## src/verilog/sr_wave_params.svh

```systemverilog
// How it works
// Even match sets even pin high
// Paired odd match returns even pin low
// No reset bits: free run, 65536 period
// High width equals odd minus even value
// Channel zero or reload match clears timer
// Software keeps match values 0001h to FFFDh
// Software keeps odd value above even value
// Channel zero reset disables pair zero
// Both enables start, both cleared stop; code also stops the pair when only one enable is cleared
// Each match raises its request flag; code does so for enabled channels only
// Start level and inversion per channel
// Waveform on even pin, odd pin port
// Enable and select decide pin role
// Enabled, select 0, mode 01 means set/reset
// Timer counts up each count clock
`ifndef SR_WAVE_PARAMS_SVH
`define SR_WAVE_PARAMS_SVH

////////////////////////////////////////////////////////////////////////////////
// Register offsets
`define SRW_OFS_TIMER_CTRL 5'h00
`define SRW_OFS_RESET_VALUE 5'h01
`define SRW_OFS_FUNC_EN 5'h02
`define SRW_OFS_FUNC_SEL 5'h03
`define SRW_OFS_MODE 5'h04
`define SRW_OFS_OUT_CTRL 5'h05
`define SRW_OFS_FLAGS 5'h06
`define SRW_OFS_MASK 5'h07
`define SRW_OFS_TIMER 5'h08
`define SRW_OFS_PORT_DATA 5'h09
`define SRW_OFS_PORT_DIR 5'h0A
`define SRW_OFS_PIN_IN 5'h0B
`define SRW_OFS_MATCH_BASE 5'h10

////////////////////////////////////////////////////////////////////////////////
// Field positions
`define SRW_CTRL_RST_CH0 0
`define SRW_CTRL_RST_MID 1
`define SRW_CTRL_RST_RELOAD 2
`define SRW_CTRL_COUNT_EN 3
`define SRW_OUT_FLIP_LSB 8
`define SRW_MODE_SR 2'h1

////////////////////////////////////////////////////////////////////////////////
// Reset values
`define SRW_RESET_CTRL 4'h0
`define SRW_RESET_WORD 16'h0000
`define SRW_RESET_BYTE 8'h00

////////////////////////////////////////////////////////////////////////////////
// Timing
`define SRW_PRESCALE_DEFAULT 16'h0001

`endif

```

## src/verilog/sr_wave_pkg.sv

```systemverilog
package sr_wave_pkg;

  typedef enum logic [1:0] {
    SRC_FREE,
    SRC_CH0,
    SRC_RELOAD
  } reset_src_t;

  typedef struct packed {
    logic countEnable;
    logic resetOnReloadMatch;
    logic resetSelectMid;
    logic resetOnChannelZero;
  } timer_ctrl_t;

  typedef struct packed {
    logic [7:0] polarityFlip;
    logic [7:0] startLevelSelect;
  } out_ctrl_t;

  typedef struct packed {
    logic run;
    logic level;
  } pair_state_t;

  typedef struct packed {
    logic [7:0] out;
    logic [7:0] oe;
  } pin_drive_t;

  typedef struct packed {
    timer_ctrl_t timerControl;
    logic [15:0] timerResetValue;
    logic [7:0] channelFunctionEnables;
    logic [7:0] functionSelectReg;
    logic [15:0] waveformKind;
    out_ctrl_t channelOutputControl;
    logic [7:0] matchRequestFlags;
    logic [7:0] flagMask;
    logic [7:0] portData;
    logic [7:0] portDir;
    logic [7:0][15:0] matchValue;
  } regs_t;

  typedef struct packed {
    regs_t regs;
    logic [15:0] timer;
    logic [15:0] divCount;
    logic [7:0] pinSync1;
    logic [7:0] pinSync2;
    pin_drive_t pins;
    logic irq;
    logic [15:0] rdata;
  } state_t;

endpackage : sr_wave_pkg

```

## src/verilog/sr_wave_output.sv

```systemverilog
// The placing of the registers and the address-and-strobe port were decided locally.
`timescale 1ns/1ps
`default_nettype none
`include "sr_wave_params.svh"

module sr_wave_output #(
  parameter logic [15:0] PRESCALE = `SRW_PRESCALE_DEFAULT
) (
  input wire logic clk,
  input wire logic rst,
  input wire logic [4:0] addr,
  input wire logic [15:0] wdata,
  input wire logic writeStrobe,
  input wire logic readStrobe,
  output logic [15:0] rdata,
  input wire logic [7:0] comparePinIn,
  output logic [7:0] comparePinOut,
  output logic [7:0] comparePinOe,
  output logic irq
);

  sr_wave_pkg::state_t st;
  sr_wave_pkg::state_t next_st;
  sr_wave_pkg::reset_src_t resetSrc;
  logic tick;
  logic timerClear;
  logic [7:0] hit;
  logic [3:0] pairRun;
  logic [3:0] pairLevel;
  logic [3:0] pairSelected;
  logic [7:0] srChannel;
  logic [7:0] flagSet;
  logic [7:0] flagClear;

  ////////////////////////////////////////////////////////////////////////////////
  // Helpers
  function automatic logic isSrMode(
    input logic enable,
    input logic select,
    input logic [1:0] kind
  );
    return enable && !select && (kind == `SRW_MODE_SR);
  endfunction : isSrMode

  function automatic sr_wave_pkg::reset_src_t decodeResetSrc(
    input sr_wave_pkg::timer_ctrl_t c
  );
    if (c.resetOnChannelZero && !c.resetSelectMid && !c.resetOnReloadMatch) begin
      return sr_wave_pkg::SRC_CH0;
    end
    if (c.resetOnReloadMatch && !c.resetSelectMid && !c.resetOnChannelZero) begin
      return sr_wave_pkg::SRC_RELOAD;
    end
    return sr_wave_pkg::SRC_FREE;
  endfunction : decodeResetSrc

  function automatic logic [15:0] readMux(
    input logic [4:0] a,
    input sr_wave_pkg::state_t s
  );
    logic [15:0] v;
    v = 16'h0000;
    if (a[4:3] == 2'h2) begin
      v = s.regs.matchValue[a[2:0]];
    end else begin
      case (a)
        `SRW_OFS_TIMER_CTRL: begin
          v = {12'h000, s.regs.timerControl};
        end
        `SRW_OFS_RESET_VALUE: begin
          v = s.regs.timerResetValue;
        end
        `SRW_OFS_FUNC_EN: begin
          v = {8'h00, s.regs.channelFunctionEnables};
        end
        `SRW_OFS_FUNC_SEL: begin
          v = {8'h00, s.regs.functionSelectReg};
        end
        `SRW_OFS_MODE: begin
          v = s.regs.waveformKind;
        end
        `SRW_OFS_OUT_CTRL: begin
          v = s.regs.channelOutputControl;
        end
        `SRW_OFS_FLAGS: begin
          v = {8'h00, s.regs.matchRequestFlags};
        end
        `SRW_OFS_MASK: begin
          v = {8'h00, s.regs.flagMask};
        end
        `SRW_OFS_TIMER: begin
          v = s.timer;
        end
        `SRW_OFS_PORT_DATA: begin
          v = {8'h00, s.regs.portData};
        end
        `SRW_OFS_PORT_DIR: begin
          v = {8'h00, s.regs.portDir};
        end
        `SRW_OFS_PIN_IN: begin
          v = {8'h00, s.pinSync2};
        end
        default: begin
          v = 16'h0000;
        end
      endcase
    end
    return v;
  endfunction : readMux

  ////////////////////////////////////////////////////////////////////////////////
  // Count clock divider and timer control
  assign resetSrc = decodeResetSrc(st.regs.timerControl);
  assign tick = st.regs.timerControl.countEnable && (st.divCount == (PRESCALE - 16'h0001));

  always_comb begin
    timerClear = 1'b0;
    case (resetSrc)
      sr_wave_pkg::SRC_CH0: begin
        timerClear = (st.timer == (st.regs.matchValue[0] + 16'h0001));
      end
      sr_wave_pkg::SRC_RELOAD: begin
        timerClear = (st.timer == (st.regs.timerResetValue + 16'h0001));
      end
      sr_wave_pkg::SRC_FREE: begin
        timerClear = 1'b0;
      end
      default: begin
        timerClear = 1'b0;
      end
    endcase
  end

  ////////////////////////////////////////////////////////////////////////////////
  // Channel pairs
  always_comb begin
    for (int i = 0; i < 8; i++) begin
      srChannel[i] = isSrMode(st.regs.channelFunctionEnables[i],
        st.regs.functionSelectReg[i], st.regs.waveformKind[2*i +: 2]);
    end
    for (int p = 0; p < 4; p++) begin
      pairSelected[p] = srChannel[2*p] && srChannel[2*p+1];
    end
    if (resetSrc == sr_wave_pkg::SRC_CH0) begin
      pairSelected[0] = 1'b0;
    end
  end

  for (genvar g = 0; g < 4; g++) begin : gen_pair
    sr_pair u_pair (
      .clk(clk),
      .rst(rst),
      .tick(tick),
      .timer(st.timer),
      .evenMatchValue(st.regs.matchValue[2*g]),
      .oddMatchValue(st.regs.matchValue[2*g+1]),
      .evenEnable(st.regs.channelFunctionEnables[2*g]),
      .oddEnable(st.regs.channelFunctionEnables[2*g+1]),
      .srSelected(pairSelected[g]),
      .startLevel(st.regs.channelOutputControl.startLevelSelect[2*g]),
      .evenHit(hit[2*g]),
      .oddHit(hit[2*g+1]),
      .run(pairRun[g]),
      .level(pairLevel[g])
    );
  end

  ////////////////////////////////////////////////////////////////////////////////
  // Flags
  always_comb begin
    flagSet = hit & st.regs.channelFunctionEnables;
    flagClear = 8'h00;
    if (writeStrobe && (addr == `SRW_OFS_FLAGS)) begin
      flagClear = wdata[7:0];
    end
  end

  ////////////////////////////////////////////////////////////////////////////////
  // Next state
  always_comb begin
    next_st = st;

    // Input pins pass two flops
    next_st.pinSync1 = comparePinIn;
    next_st.pinSync2 = st.pinSync1;

    // Divider and up counter
    if (!st.regs.timerControl.countEnable || tick) begin
      next_st.divCount = 16'h0000;
    end else begin
      next_st.divCount = st.divCount + 16'h0001;
    end
    if (tick) begin
      if (timerClear) begin
        next_st.timer = 16'h0000;
      end else begin
        next_st.timer = st.timer + 16'h0001;
      end
    end

    // Register writes
    if (writeStrobe) begin
      if (addr[4:3] == 2'h2) begin
        next_st.regs.matchValue[addr[2:0]] = wdata;
      end else begin
        case (addr)
          `SRW_OFS_TIMER_CTRL: begin
            next_st.regs.timerControl = wdata[3:0];
          end
          `SRW_OFS_RESET_VALUE: begin
            next_st.regs.timerResetValue = wdata;
          end
          `SRW_OFS_FUNC_EN: begin
            next_st.regs.channelFunctionEnables = wdata[7:0];
          end
          `SRW_OFS_FUNC_SEL: begin
            next_st.regs.functionSelectReg = wdata[7:0];
          end
          `SRW_OFS_MODE: begin
            next_st.regs.waveformKind = wdata;
          end
          `SRW_OFS_OUT_CTRL: begin
            next_st.regs.channelOutputControl = wdata;
          end
          `SRW_OFS_MASK: begin
            next_st.regs.flagMask = wdata[7:0];
          end
          `SRW_OFS_PORT_DATA: begin
            next_st.regs.portData = wdata[7:0];
          end
          `SRW_OFS_PORT_DIR: begin
            next_st.regs.portDir = wdata[7:0];
          end
          default: begin
          end
        endcase
      end
    end

    // Set wins over a write-one clear
    next_st.regs.matchRequestFlags = (st.regs.matchRequestFlags & ~flagClear) | flagSet;
    next_st.irq = |(next_st.regs.matchRequestFlags & next_st.regs.flagMask);

    // Pin roles
    for (int i = 0; i < 8; i++) begin
      next_st.pins.out[i] = st.regs.portData[i];
      next_st.pins.oe[i] = st.regs.portDir[i];
    end
    for (int p = 0; p < 4; p++) begin
      if (pairRun[p]) begin
        next_st.pins.out[2*p] = pairLevel[p]
          ^ st.regs.channelOutputControl.polarityFlip[2*p];
        next_st.pins.oe[2*p] = 1'b1;
      end
    end

    // Read data, one cycle only
    if (readStrobe) begin
      next_st.rdata = readMux(addr, st);
    end else begin
      next_st.rdata = 16'h0000;
    end
  end

  ////////////////////////////////////////////////////////////////////////////////
  // State register
  always_ff @(posedge clk) begin
    if (rst) begin
      st <= '0;
      st.regs.timerControl <= `SRW_RESET_CTRL;
      st.regs.timerResetValue <= `SRW_RESET_WORD;
      st.regs.channelFunctionEnables <= `SRW_RESET_BYTE;
      st.regs.functionSelectReg <= `SRW_RESET_BYTE;
      st.regs.waveformKind <= `SRW_RESET_WORD;
      st.regs.channelOutputControl <= `SRW_RESET_WORD;
      st.regs.matchRequestFlags <= `SRW_RESET_BYTE;
      st.regs.flagMask <= `SRW_RESET_BYTE;
      st.regs.portData <= `SRW_RESET_BYTE;
      st.regs.portDir <= `SRW_RESET_BYTE;
    end else begin
      st <= next_st;
    end
  end

  ////////////////////////////////////////////////////////////////////////////////
  // Outputs
  assign rdata = st.rdata;
  assign comparePinOut = st.pins.out;
  assign comparePinOe = st.pins.oe;
  assign irq = st.irq;

endmodule : sr_wave_output

`default_nettype wire

```

## src/verilog/sr_pair.sv

```systemverilog
`timescale 1ns/1ps
`default_nettype none

module sr_pair (
  input wire logic clk,
  input wire logic rst,
  input wire logic tick,
  input wire logic [15:0] timer,
  input wire logic [15:0] evenMatchValue,
  input wire logic [15:0] oddMatchValue,
  input wire logic evenEnable,
  input wire logic oddEnable,
  input wire logic srSelected,
  input wire logic startLevel,
  output logic evenHit,
  output logic oddHit,
  output logic run,
  output logic level
);

  sr_wave_pkg::pair_state_t st;
  sr_wave_pkg::pair_state_t next_st;

  ////////////////////////////////////////////////////////////////////////////////
  // Compare on each count clock
  assign evenHit = tick && (timer == evenMatchValue);
  assign oddHit = tick && (timer == oddMatchValue);
  assign run = st.run;
  assign level = st.level;

  ////////////////////////////////////////////////////////////////////////////////
  // Start, stop and edges
  always_comb begin
    next_st = st;
    if (!srSelected || (!evenEnable && !oddEnable)) begin
      next_st.run = 1'b0;
      next_st.level = startLevel;
    end else if (evenEnable && oddEnable && !st.run) begin
      next_st.run = 1'b1;
      next_st.level = startLevel;
    end else if (st.run) begin
      if (oddHit) begin
        next_st.level = 1'b0;
      end else if (evenHit) begin
        next_st.level = 1'b1;
      end
    end
  end

  always_ff @(posedge clk) begin
    if (rst) begin
      st <= '0;
    end else begin
      st <= next_st;
    end
  end

endmodule : sr_pair

`default_nettype wire

```

## config.mk

```make
export PLATFORM = sky130hd
export DESIGN_NAME = sr_wave_output
export DESIGN_NICKNAME = d
export VERILOG_FILES = /design/src/verilog/sr_wave_pkg.sv /design/src/verilog/sr_wave_output.sv /design/src/verilog/sr_pair.sv
export VERILOG_INCLUDE_DIRS = /design/src /design/src/verilog
export SDC_FILE = /design/constraint.sdc
export NUM_CORES = 1
export LEC_CHECK = 0
export BUFFER_PORTS_ARGS = -buffer_cell sky130_fd_sc_hd__buf_2
export CAP_MARGIN = 5
export CORE_MARGIN = 1
export CORE_UTILIZATION = 60
export CTS_CLUSTER_SIZE = 25
export DETAILED_ROUTE_END_ITERATION = 16
export PLACE_DENSITY_LB_ADDON = 0.08
export SYNTH_ARGS = -nofsm -noshare
export SYNTH_HDL_FRONTEND = slang
export SYNTH_SLANG_ARGS = --single-unit
export TNS_END_PERCENT = 100
```

## constraint.sdc

```tcl
create_clock -name clk -period 3.85 [get_ports clk]
set_clock_uncertainty 0.05 [all_clocks]
set_input_delay 0.1925 -clock clk [delete_from_list [all_inputs] [get_ports clk]]
set_output_delay 0.1925 -clock clk [all_outputs]
set_load 0.02 [all_outputs]
```

After elaboration in Yosys (flattened, before gate mapping)
Index checks and enable logic that the tools add are counted.

$lt $le $gt $ge: 2. Add/subtract/negate cells: 4. Equality and inequality tests: 32. Bitwise logic cells: 11. Muxes and demuxes: 52. Reductions and logical operators: 110.

Operators by type and width (count): case mux 16 bit (12 select lines) (1); equality test 16 bit (10); 2-to-1 mux 152 bit (1); bitwise mux 128 bit (1); 2-to-1 mux 128 bit (1); adder 16 x 1 -> 16 bit, second input constant (4); 2-to-1 mux 16 bit (4); binary-select mux 16 bit (select 3 bit) (1); demux 16 bit (select 3 bit) (1); logical AND 1 bit (47); 2-to-1 mux 1 bit (32); 2-to-1 mux 8 bit (4); zero test 1 bit (28); AND 8 bit (3); 2-to-1 mux 24 bit (1); AND reduction 3 bit (8); equality test 5 x 3 -> 1 bit, second input constant (4); equality test 5 x 4 -> 1 bit, second input constant (4); equality test 2 x 1 -> 1 bit, second input constant (9); zero test 16 bit (1); nonzero test 4 bit (4); nonzero test 3 bit (4); OR reduction 2 bit (6); equality test 5 x 2 -> 1 bit, second input constant (2); 14 further kinds (30).

Flip-flop bits (word level): 317. Output and inout port bits: 33. Word-level logic and storage cells: 249.

Logic depth before layout (Yosys ltp)
Gate-level depths: netlist of the first run.

Depth after elaboration: 13. Gate-level depth with buffers: 17.

Cells and area by module
From an unflattened synthesis of the first run, not the netlist that was laid out.

Cells, all modules: 1974. Area total of the unflattened synthesis: 16051.6 µm².

Modules (own cells, without submodules): sr_wave_output (area each 14079.8 µm², instances 1, cells an instance 1714); sr_pair (area each 493.0 µm², instances 4, cells an instance 65).

Worst setup path after synthesis of the first run
OpenSTA, ideal clock, no wires.

Path kind: register to register. Start: register st[307] in the netlist's numbering. End: register st[75] in the netlist's numbering. Stages on the path, launching flop included: 18. Library setup time: 0.136 ns. Slack: 0.326 ns. Data required time: 3.664 ns. Clock period less this slack: 3.524 ns. Arrival time: 3.338 ns. Cell sequence: dfxtp_1 nor3b_1 buf_2 buf_2 clkbuf_1 nand2_1 nand2_1 ha_1 buf_1 xnor2_1 xnor2_1 nand3_1 or4_1 nor4_1 and4_1 buf_6 buf_12 nor3_2.

Longest elaborated chain between the ends: 9.

Ends and longest elaborated chain: start, declared (RTL line sr_wave_output.sv:22) `sr_wave_pkg::state_t st;`; start signal, assigned (RTL line sr_wave_output.sv:281) `st <= next_st;`; logical AND 1 bit (2 in series) (RTL line sr_wave_output.sv:51) `if (c.resetOnReloadMatch && !c.resetSelectMid && !c.resetOnChannelZero) begin`; 2-to-1 mux 1 bit (2 in series) (RTL line sr_wave_output.sv:51); 2-to-1 mux 2 bit (RTL line sr_wave_output.sv:54) `return sr_wave_pkg::SRC_FREE;`; 2-to-1 mux 2 bit * (RTL line sr_wave_output.sv:51); equality test 2 bit / equality test 2 x 1 -> 1 bit (equally long branches) (RTL line sr_wave_output.sv:118) `case (resetSrc)`; case mux 1 bit (2 select lines) * (RTL line sr_wave_output.sv:118); 2-to-1 mux 16 bit * (RTL line sr_wave_output.sv:194) `if (timerClear) begin`.

Mark *: on every way between the ends. The rest lies on a longest branch, timed or not. The select of a mux whose other input is x is not followed. A chain may end at the register's enable or synchronous reset.

Worst setup path after layout of the first run
Start: register st[307] in the netlist's numbering. End: register st[69] in the netlist's numbering.

The elaborated chain is that of the path after synthesis.

==> impl_metrics.csv, run 1 <==
group,metric,value,unit
worst_setup_path,critPathTopFamily,"simple AND/OR/NAND/NOR gates",
sta,fin_tns_setup,0,ns
synth,async_reset_ff_share,0,%
floorplanning,start_util,61.5,%
pwr,peakVddDrop,0.484,mV
synth,synthesis.instances,1906,
worst_setup_path,max_stage_delay,0.44,ns
cts,cts_tree,"done",
cts,path_clk_slew,0.06,ns
sta,setup_slack,0.381,ns
synth,synth_seq_cells,317,
synth,ys_types,55,
cts,clk_latency,0.53,ns
min_path,hold_path_class,"in -> reg",
synth,ys_seq_area_share,40.6,%
worst_setup_path,r2r_cells,13,
sta,setup_violations,0,
synth,synth_edf_count,0,
sta,drv_slew,0,
sta,rsz0062_at_grt,"no",
cts,cts_setup_buffers,0,
placement,hpwl,36900,um
placement,gp_congestion,0.967,
worst_setup_path,worstSetupPathType,"reg -> reg",
sta,relSlewSlack,33.5,%
global_route,grt_pass1_vias,13300,
route,drc_errors,0,
cts,clock-sinks,317,
route,drt-pass1-iter-count,6,
worst_setup_path,cp_slowest_cell,"or4_1",
global_route,grt_max_degree,142,
cells_and_area,syn2layout_area_growth,10.7,%
pwr,swShare,23.1,%
worst_setup_path,path_cells,"nor3b_2 -> buf_4 -> nand2_1 -> nand2_1 -> ha_1 -> xor2_1 -> nor3_1 -> nand3_1 -> or4_1 -> nor4_1 -> and4_1 -> buf_4 -> nor3_1",
sta,worst_pin_slew,0.984,ns
pwr,p_seq_share,46.8,%
sta,period_needed,3.47,ns
floorplanning,std_cell_rows,58,
pwr,clkPwrFrac,48.7,%
global_route,track_usage,39.9,%
worst_setup_path,required,4.16,ns
worst_setup_path,path_buf_inv,2,
cells_and_area,nNetsFinal,1930,
floorplanning,design.core.area,25400,sq um
sta,max_freq,288,MHz
worst_setup_path,reg2reg_to,"st[69]",
cells_and_area,antenna_cells,0,
worst_setup_path,path_max_fanout,25,
job,maxCapViolCount,0,
placement,portBuffers,65,
pwr,power_density,411,nW/um^2
synth,yosys_warnings,0,
worst_setup_path,worstSetupStartpointType,"flop",
min_path,hold_start,"rst",
cells_and_area,layout_common_cells,"nand2_1, dfxtp_1, a21oi_1, xnor2_1, xor2_1",
cells_and_area,nFillCells,2145,
sta,finalHoldViolations,0,
cts,cts_hold_buf,8,
route,vias_per_cell,6.36,
cts,cts-root-buf,"clkbuf_16",
synth,synthFlopType,"dfxtp_1",
worst_setup_path,rrSetupSlack,0.38,ns
outcome,status,"complete, no violations",
global_route,antenna_found_initial,0,
route,routed_wl,53000,um
pwr,pwr-share-comb,4.6,%
cts,cts_buffers,35,
route,drt_iter0_markers,1858,
pwr,p_int,5470,uW
min_path,whs_path_depth,2,
synth,syn_area,15600,sq um
cts,h-tree-depth,2,
floorplanning,die_y,163,um
route,postRouteAntennaNets,0,
worst_setup_path,cp.arrival,3.77,ns
route,wire_per_inst,23.6,um
worst_setup_path,reg2reg_from,"st[307]",
pwr,p_sw,1650,uW
floorplanning,die_area,26700,sq um
worst_setup_path,critPathCaptureType,"flop",
sta,finalCritPeriodShare,90.1,%
cells_and_area,final_common_cell,"nand2_1",
cts,cts_max_path_buffers,3,
global_route,grt_pass1_wl,79700,um
global_route,grt_overflow,0,
synth,syn_nets,1943,
floorplanning,die_w,163,um
synth,avgSynthCellArea,8.20,sq um
placement,dp_slack,0.409,ns
cells_and_area,layout-drive-gt1-share,13.1,%
floorplanning,num_io_pins,66,
route,vias,14300,
cts,post_cts_resized,0,
pwr,cellLeakagePower,0.00631,uW
-- worst reg2reg max path: stages (launching register included) --
cell and delay [ns]:
dfxtp_1 0.42, nor3b_2 0.25, buf_4 0.35, nand2_1 0.09
nand2_1 0.07, ha_1 0.23, xor2_1 0.14, nor3_1 0.22
nand3_1 0.10, or4_1 0.44, nor4_1 0.40, and4_1 0.24
buf_4 0.24, nor3_1 0.09
-- synthesized netlist by cell type (all sizes together), types with 22 or more instances --
| master | instances | area, sq um |
|---|---|---|
| nand2 | 459 | 1720 |
| dfxtp | 317 | 6350 |
| a21oi | 236 | 1180 |
| clkbuf | 117 | 439 |
| xnor2 | 101 | 885 |
| xor2 | 90 | 788 |
| nor2 | 77 | 289 |
| buf | 64 | 388 |
| nand3 | 57 | 285 |
| nand4 | 44 | 275 |
| a22oi | 32 | 240 |
| mux4 | 32 | 721 |
| nor2b | 29 | 181 |
| nor4 | 27 | 169 |
| nor3 | 25 | 175 |
| mux2i | 22 | 220 |
-- cell type report --
cell class,instances,area (sq um),share of cell area [%]
sequential,317,6350,36.7
clock inverter,15,174,1.01
tap,330,413,2.39
inverter,19,71.3,0.412
timing repair buffer,131,863,4.99
clock buffer,47,1020,5.91
multi-input combinational,1389,8410,48.6
-- how the worst max path moves through the flow --
| stage | from | endpoint | slack, ns | depth (start not counted) |
|---|---|---|---|---|
| after global placement | st[307] | st[67] | 0.42 | 13 |
| after floorplan | st[307] | st[75] | 0.33 | 17 |
| after global routing | st[307] | st[69] | 0.13 | 13 |
| final | st[307] | st[69] | 0.38 | 13 |
| after detailed placement | st[307] | st[70] | 0.41 | 13 |
| after CTS | st[307] | st[69] | 0.39 | 13 |
-- cells by family (layout without fill, tap and decap cells) --
group	after synthesis	after routing	synth area share, %
AND/OR/NAND/NOR	773	773	22.4
multiplexers	72	72	7.32
XOR/XNOR	191	191	10.7
flip-flops	317	317	40.6
adder cells (fa/ha/maj)	4	4	0.320
AO/OA/AOI/OAI	349	349	12.9
buffers and inverters	200	212	5.75
-- power by group through the flow --
stage          combinational [uW]  sequential [uW]  clock, uW
2_1_floorplan                 202             3390          0
3_3_place_gp                  304             3400          0
3_5_place_dp                  307             3400          0
4_1_cts                       314             3330       3480
5_1_grt                       337             3330       3610
6_report                      324             3330       3460
-- per-stage QoR --
| step | util [%] | hold WS [ns] | std cells | area [sq um] | total power, uW |
|---|---|---|---|---|---|
| after floorplan | - | 0.271 | 1906 | 15600 | 3590 |
| after global placement | 63.1 | 0.351 | 2178 | 16000 | 3700 |
| after detailed placement | 63.1 | 0.354 | 2178 | 16000 | 3710 |
| after CTS | 68.1 | 0.00399 | 2248 | 17300 | 7120 |
| after global routing | 68.1 | 0.0393 | 2248 | 17300 | 7270 |
| final | 68.1 | 0.0158 | 2248 | 17300 | 7110 |
-- per-layer routing --
metal,track usage [%],share of wire (%)
met5,0,0
met4,21.7,5.6
met2,58.9,43
met1,54.2,40
met3,8.33,12
Power figures use the tool's default switching activity.
==> inputs of run 2 (changes only) <==
Settings changed: CTS_BUF_LIST from default to sky130_fd_sc_hd__clkbuf_4 sky130_fd_sc_hd__clkbuf_8 sky130_fd_sc_hd__clkbuf_16.
==> run 2 against run 1 <==
Compared with the run above:
- die area is the same
- clock power about the same
- wire length is essentially flat
- critical path depth unchanged
- first-iteration DRC count is 3.7% lower
- final cell count stayed put
- non-clock buffer count did not move
- flip-flop and latch count stayed put
- largest power group unchanged
- highest routed layer unchanged
- via count is 0.27% lower
- critical endpoint unchanged
- setup slack lost 0.016 ns
- final area about the same
==> impl_metrics.csv, run 2 (synthesis gave the netlist of run 1 again) <==
group,metric,value,unit
outcome,status,"complete, no violations",
worst_setup_path,cp.arrival,3.79,ns
cells_and_area,post-route-util,68.2,%
job,maxCapViolCount,0,
cts,cts_max_path_buffers,3,
sta,finalHoldViolations,0,
worst_setup_path,worstSetupStartpointType,"flop",
min_path,hold_path_class,"in -> reg",
route,wire_per_inst,23.6,um
floorplanning,num_io_pins,66,
cells_and_area,final_common_cell,"nand2_1",
worst_setup_path,worstSetupPathType,"reg -> reg",
pwr,p_total,7120,uW
route,routed_wl,53000,um
pwr,power_density,411,nW/um^2
global_route,grt_max_degree,142,
global_route,grt_overflow,0,
cells_and_area,syn2layout_area_growth,10.8,%
worst_setup_path,rrSetupSlack,0.37,ns
min_path,whs_path_depth,2,
placement,hpwl,36900,um
floorplanning,die_area,26700,sq um
cells_and_area,nNetsFinal,1930,
floorplanning,start_util,61.5,%
placement,placed_area,16000,sq um
cts,cts-root-buf,"clkbuf_16",
sta,max_freq,287,MHz
cts,cts_tree,"done",
sta,rsz0062_at_grt,"no",
route,vias,14300,
sta,period_needed,3.48,ns
global_route,grt_pass1_wl,79700,um
global_route,track_usage,39.9,%
worst_setup_path,path_max_fanout,25,
route,postRouteAntennaNets,0,
cells_and_area,layout-drive-gt1-share,13.2,%
cts,clock-sinks,317,
cts,cts_setup_buffers,0,
worst_setup_path,reg2reg_to,"st[69]",
sta,setup_violations,0,
global_route,antenna_found_initial,0,
cts,clk_latency,0.53,ns
route,drt_iter0_markers,1790,
cts,cts_buffers,35,
placement,portBuffers,65,
pwr,peakVddDrop,0.480,mV
worst_setup_path,critPathCaptureType,"flop",
sta,drv_slew,0,
sta,worst_pin_slew,0.948,ns
sta,finalCritPeriodShare,90.5,%
floorplanning,die_y,163,um
placement,gp_congestion,0.967,
min_path,hold_start,"rst",
cts,path_clk_slew,0.06,ns
floorplanning,std_cell_rows,58,
worst_setup_path,r2r_cells,13,
worst_setup_path,reg2reg_from,"st[307]",
route,vias_per_cell,6.34,
pwr,cellLeakagePower,0.00632,uW
floorplanning,die_w,163,um
sta,fin_tns_setup,0,ns
cts,h-tree-depth,2,
floorplanning,design.core.area,25400,sq um
worst_setup_path,required,4.15,ns
cells_and_area,finalInstanceArea,17300,sq um
global_route,grt_pass1_vias,13300,
cells_and_area,antenna_cells,0,
route,drc_errors,0,
sta,relSlewSlack,36.4,%
cells_and_area,layout_common_cells,"nand2_1, dfxtp_1, a21oi_1, xnor2_1, xor2_1",
route,drt-pass1-iter-count,7,
run 2: worst max path at each step:
stage	start	end	slack, ns
floorplan	st[307]	st[75]	0.33
global placement	st[307]	st[67]	0.42
detailed placement	st[307]	st[70]	0.41
CTS	st[307]	st[69]	0.39
global route	st[307]	st[69]	0.13
finish	st[307]	st[69]	0.37
run 2: area by class of cell:
cell class,count,area (sq um)
Sequential cell,317,6350
Clock inverter,15,174
Multi-Input combinational cell,1389,8410
Fill cell,2136,8090
Inverter,19,71.3
Clock buffer,47,1030
Tap cell,330,413
Timing Repair Buffer,131,863
run 2: metal layers:
layer,track usage (%),share of wire [%],vias to the layer above
li1,-,-,6463
met1,54.2,40,6805
met2,58.9,43,839
met3,8.46,12,151
met4,21.8,5.6,0
met5,0,0,-
run 2: stage by stage:
step           instances  setup slack [ns]  hold slack (ns)
5_1_grt             2248             0.128           0.0390
4_1_cts             2248             0.388          0.00490
6_report            2248             0.365           0.0203
2_1_floorplan       1906             0.326            0.271
3_3_place_gp        2178             0.419            0.351
3_5_place_dp        2178             0.409            0.354
run 2: repair_timing:
action / in CTS / in global routing
hold endpoints to repair: 8 / 0
hold buffers: 8 / 0
gates resized for setup: 0 / 0
setup endpoints to repair: 0 / 0
run 2: power by group:
part	switching (uW)	internal (uW)	total, uW	leakage (uW)
clock network	1380	2090	3470	0.000601
logic	236	88.4	325	0.00316
registers	22.1	3300	3330	0.00256
total	1640	5490	7120	0.00632
run 2: critical path, stage by stage (launching register included):
cell     delay [ns]
dfxtp_1        0.42
nor3b_2        0.25
buf_4          0.35
nand2_1        0.09
nand2_1        0.07
ha_1           0.23
xor2_1         0.14
nor3_1         0.22
nand3_1        0.10
or4_1          0.44
nor4_1         0.40
and4_1         0.24
buf_4          0.24
nor3_1         0.08
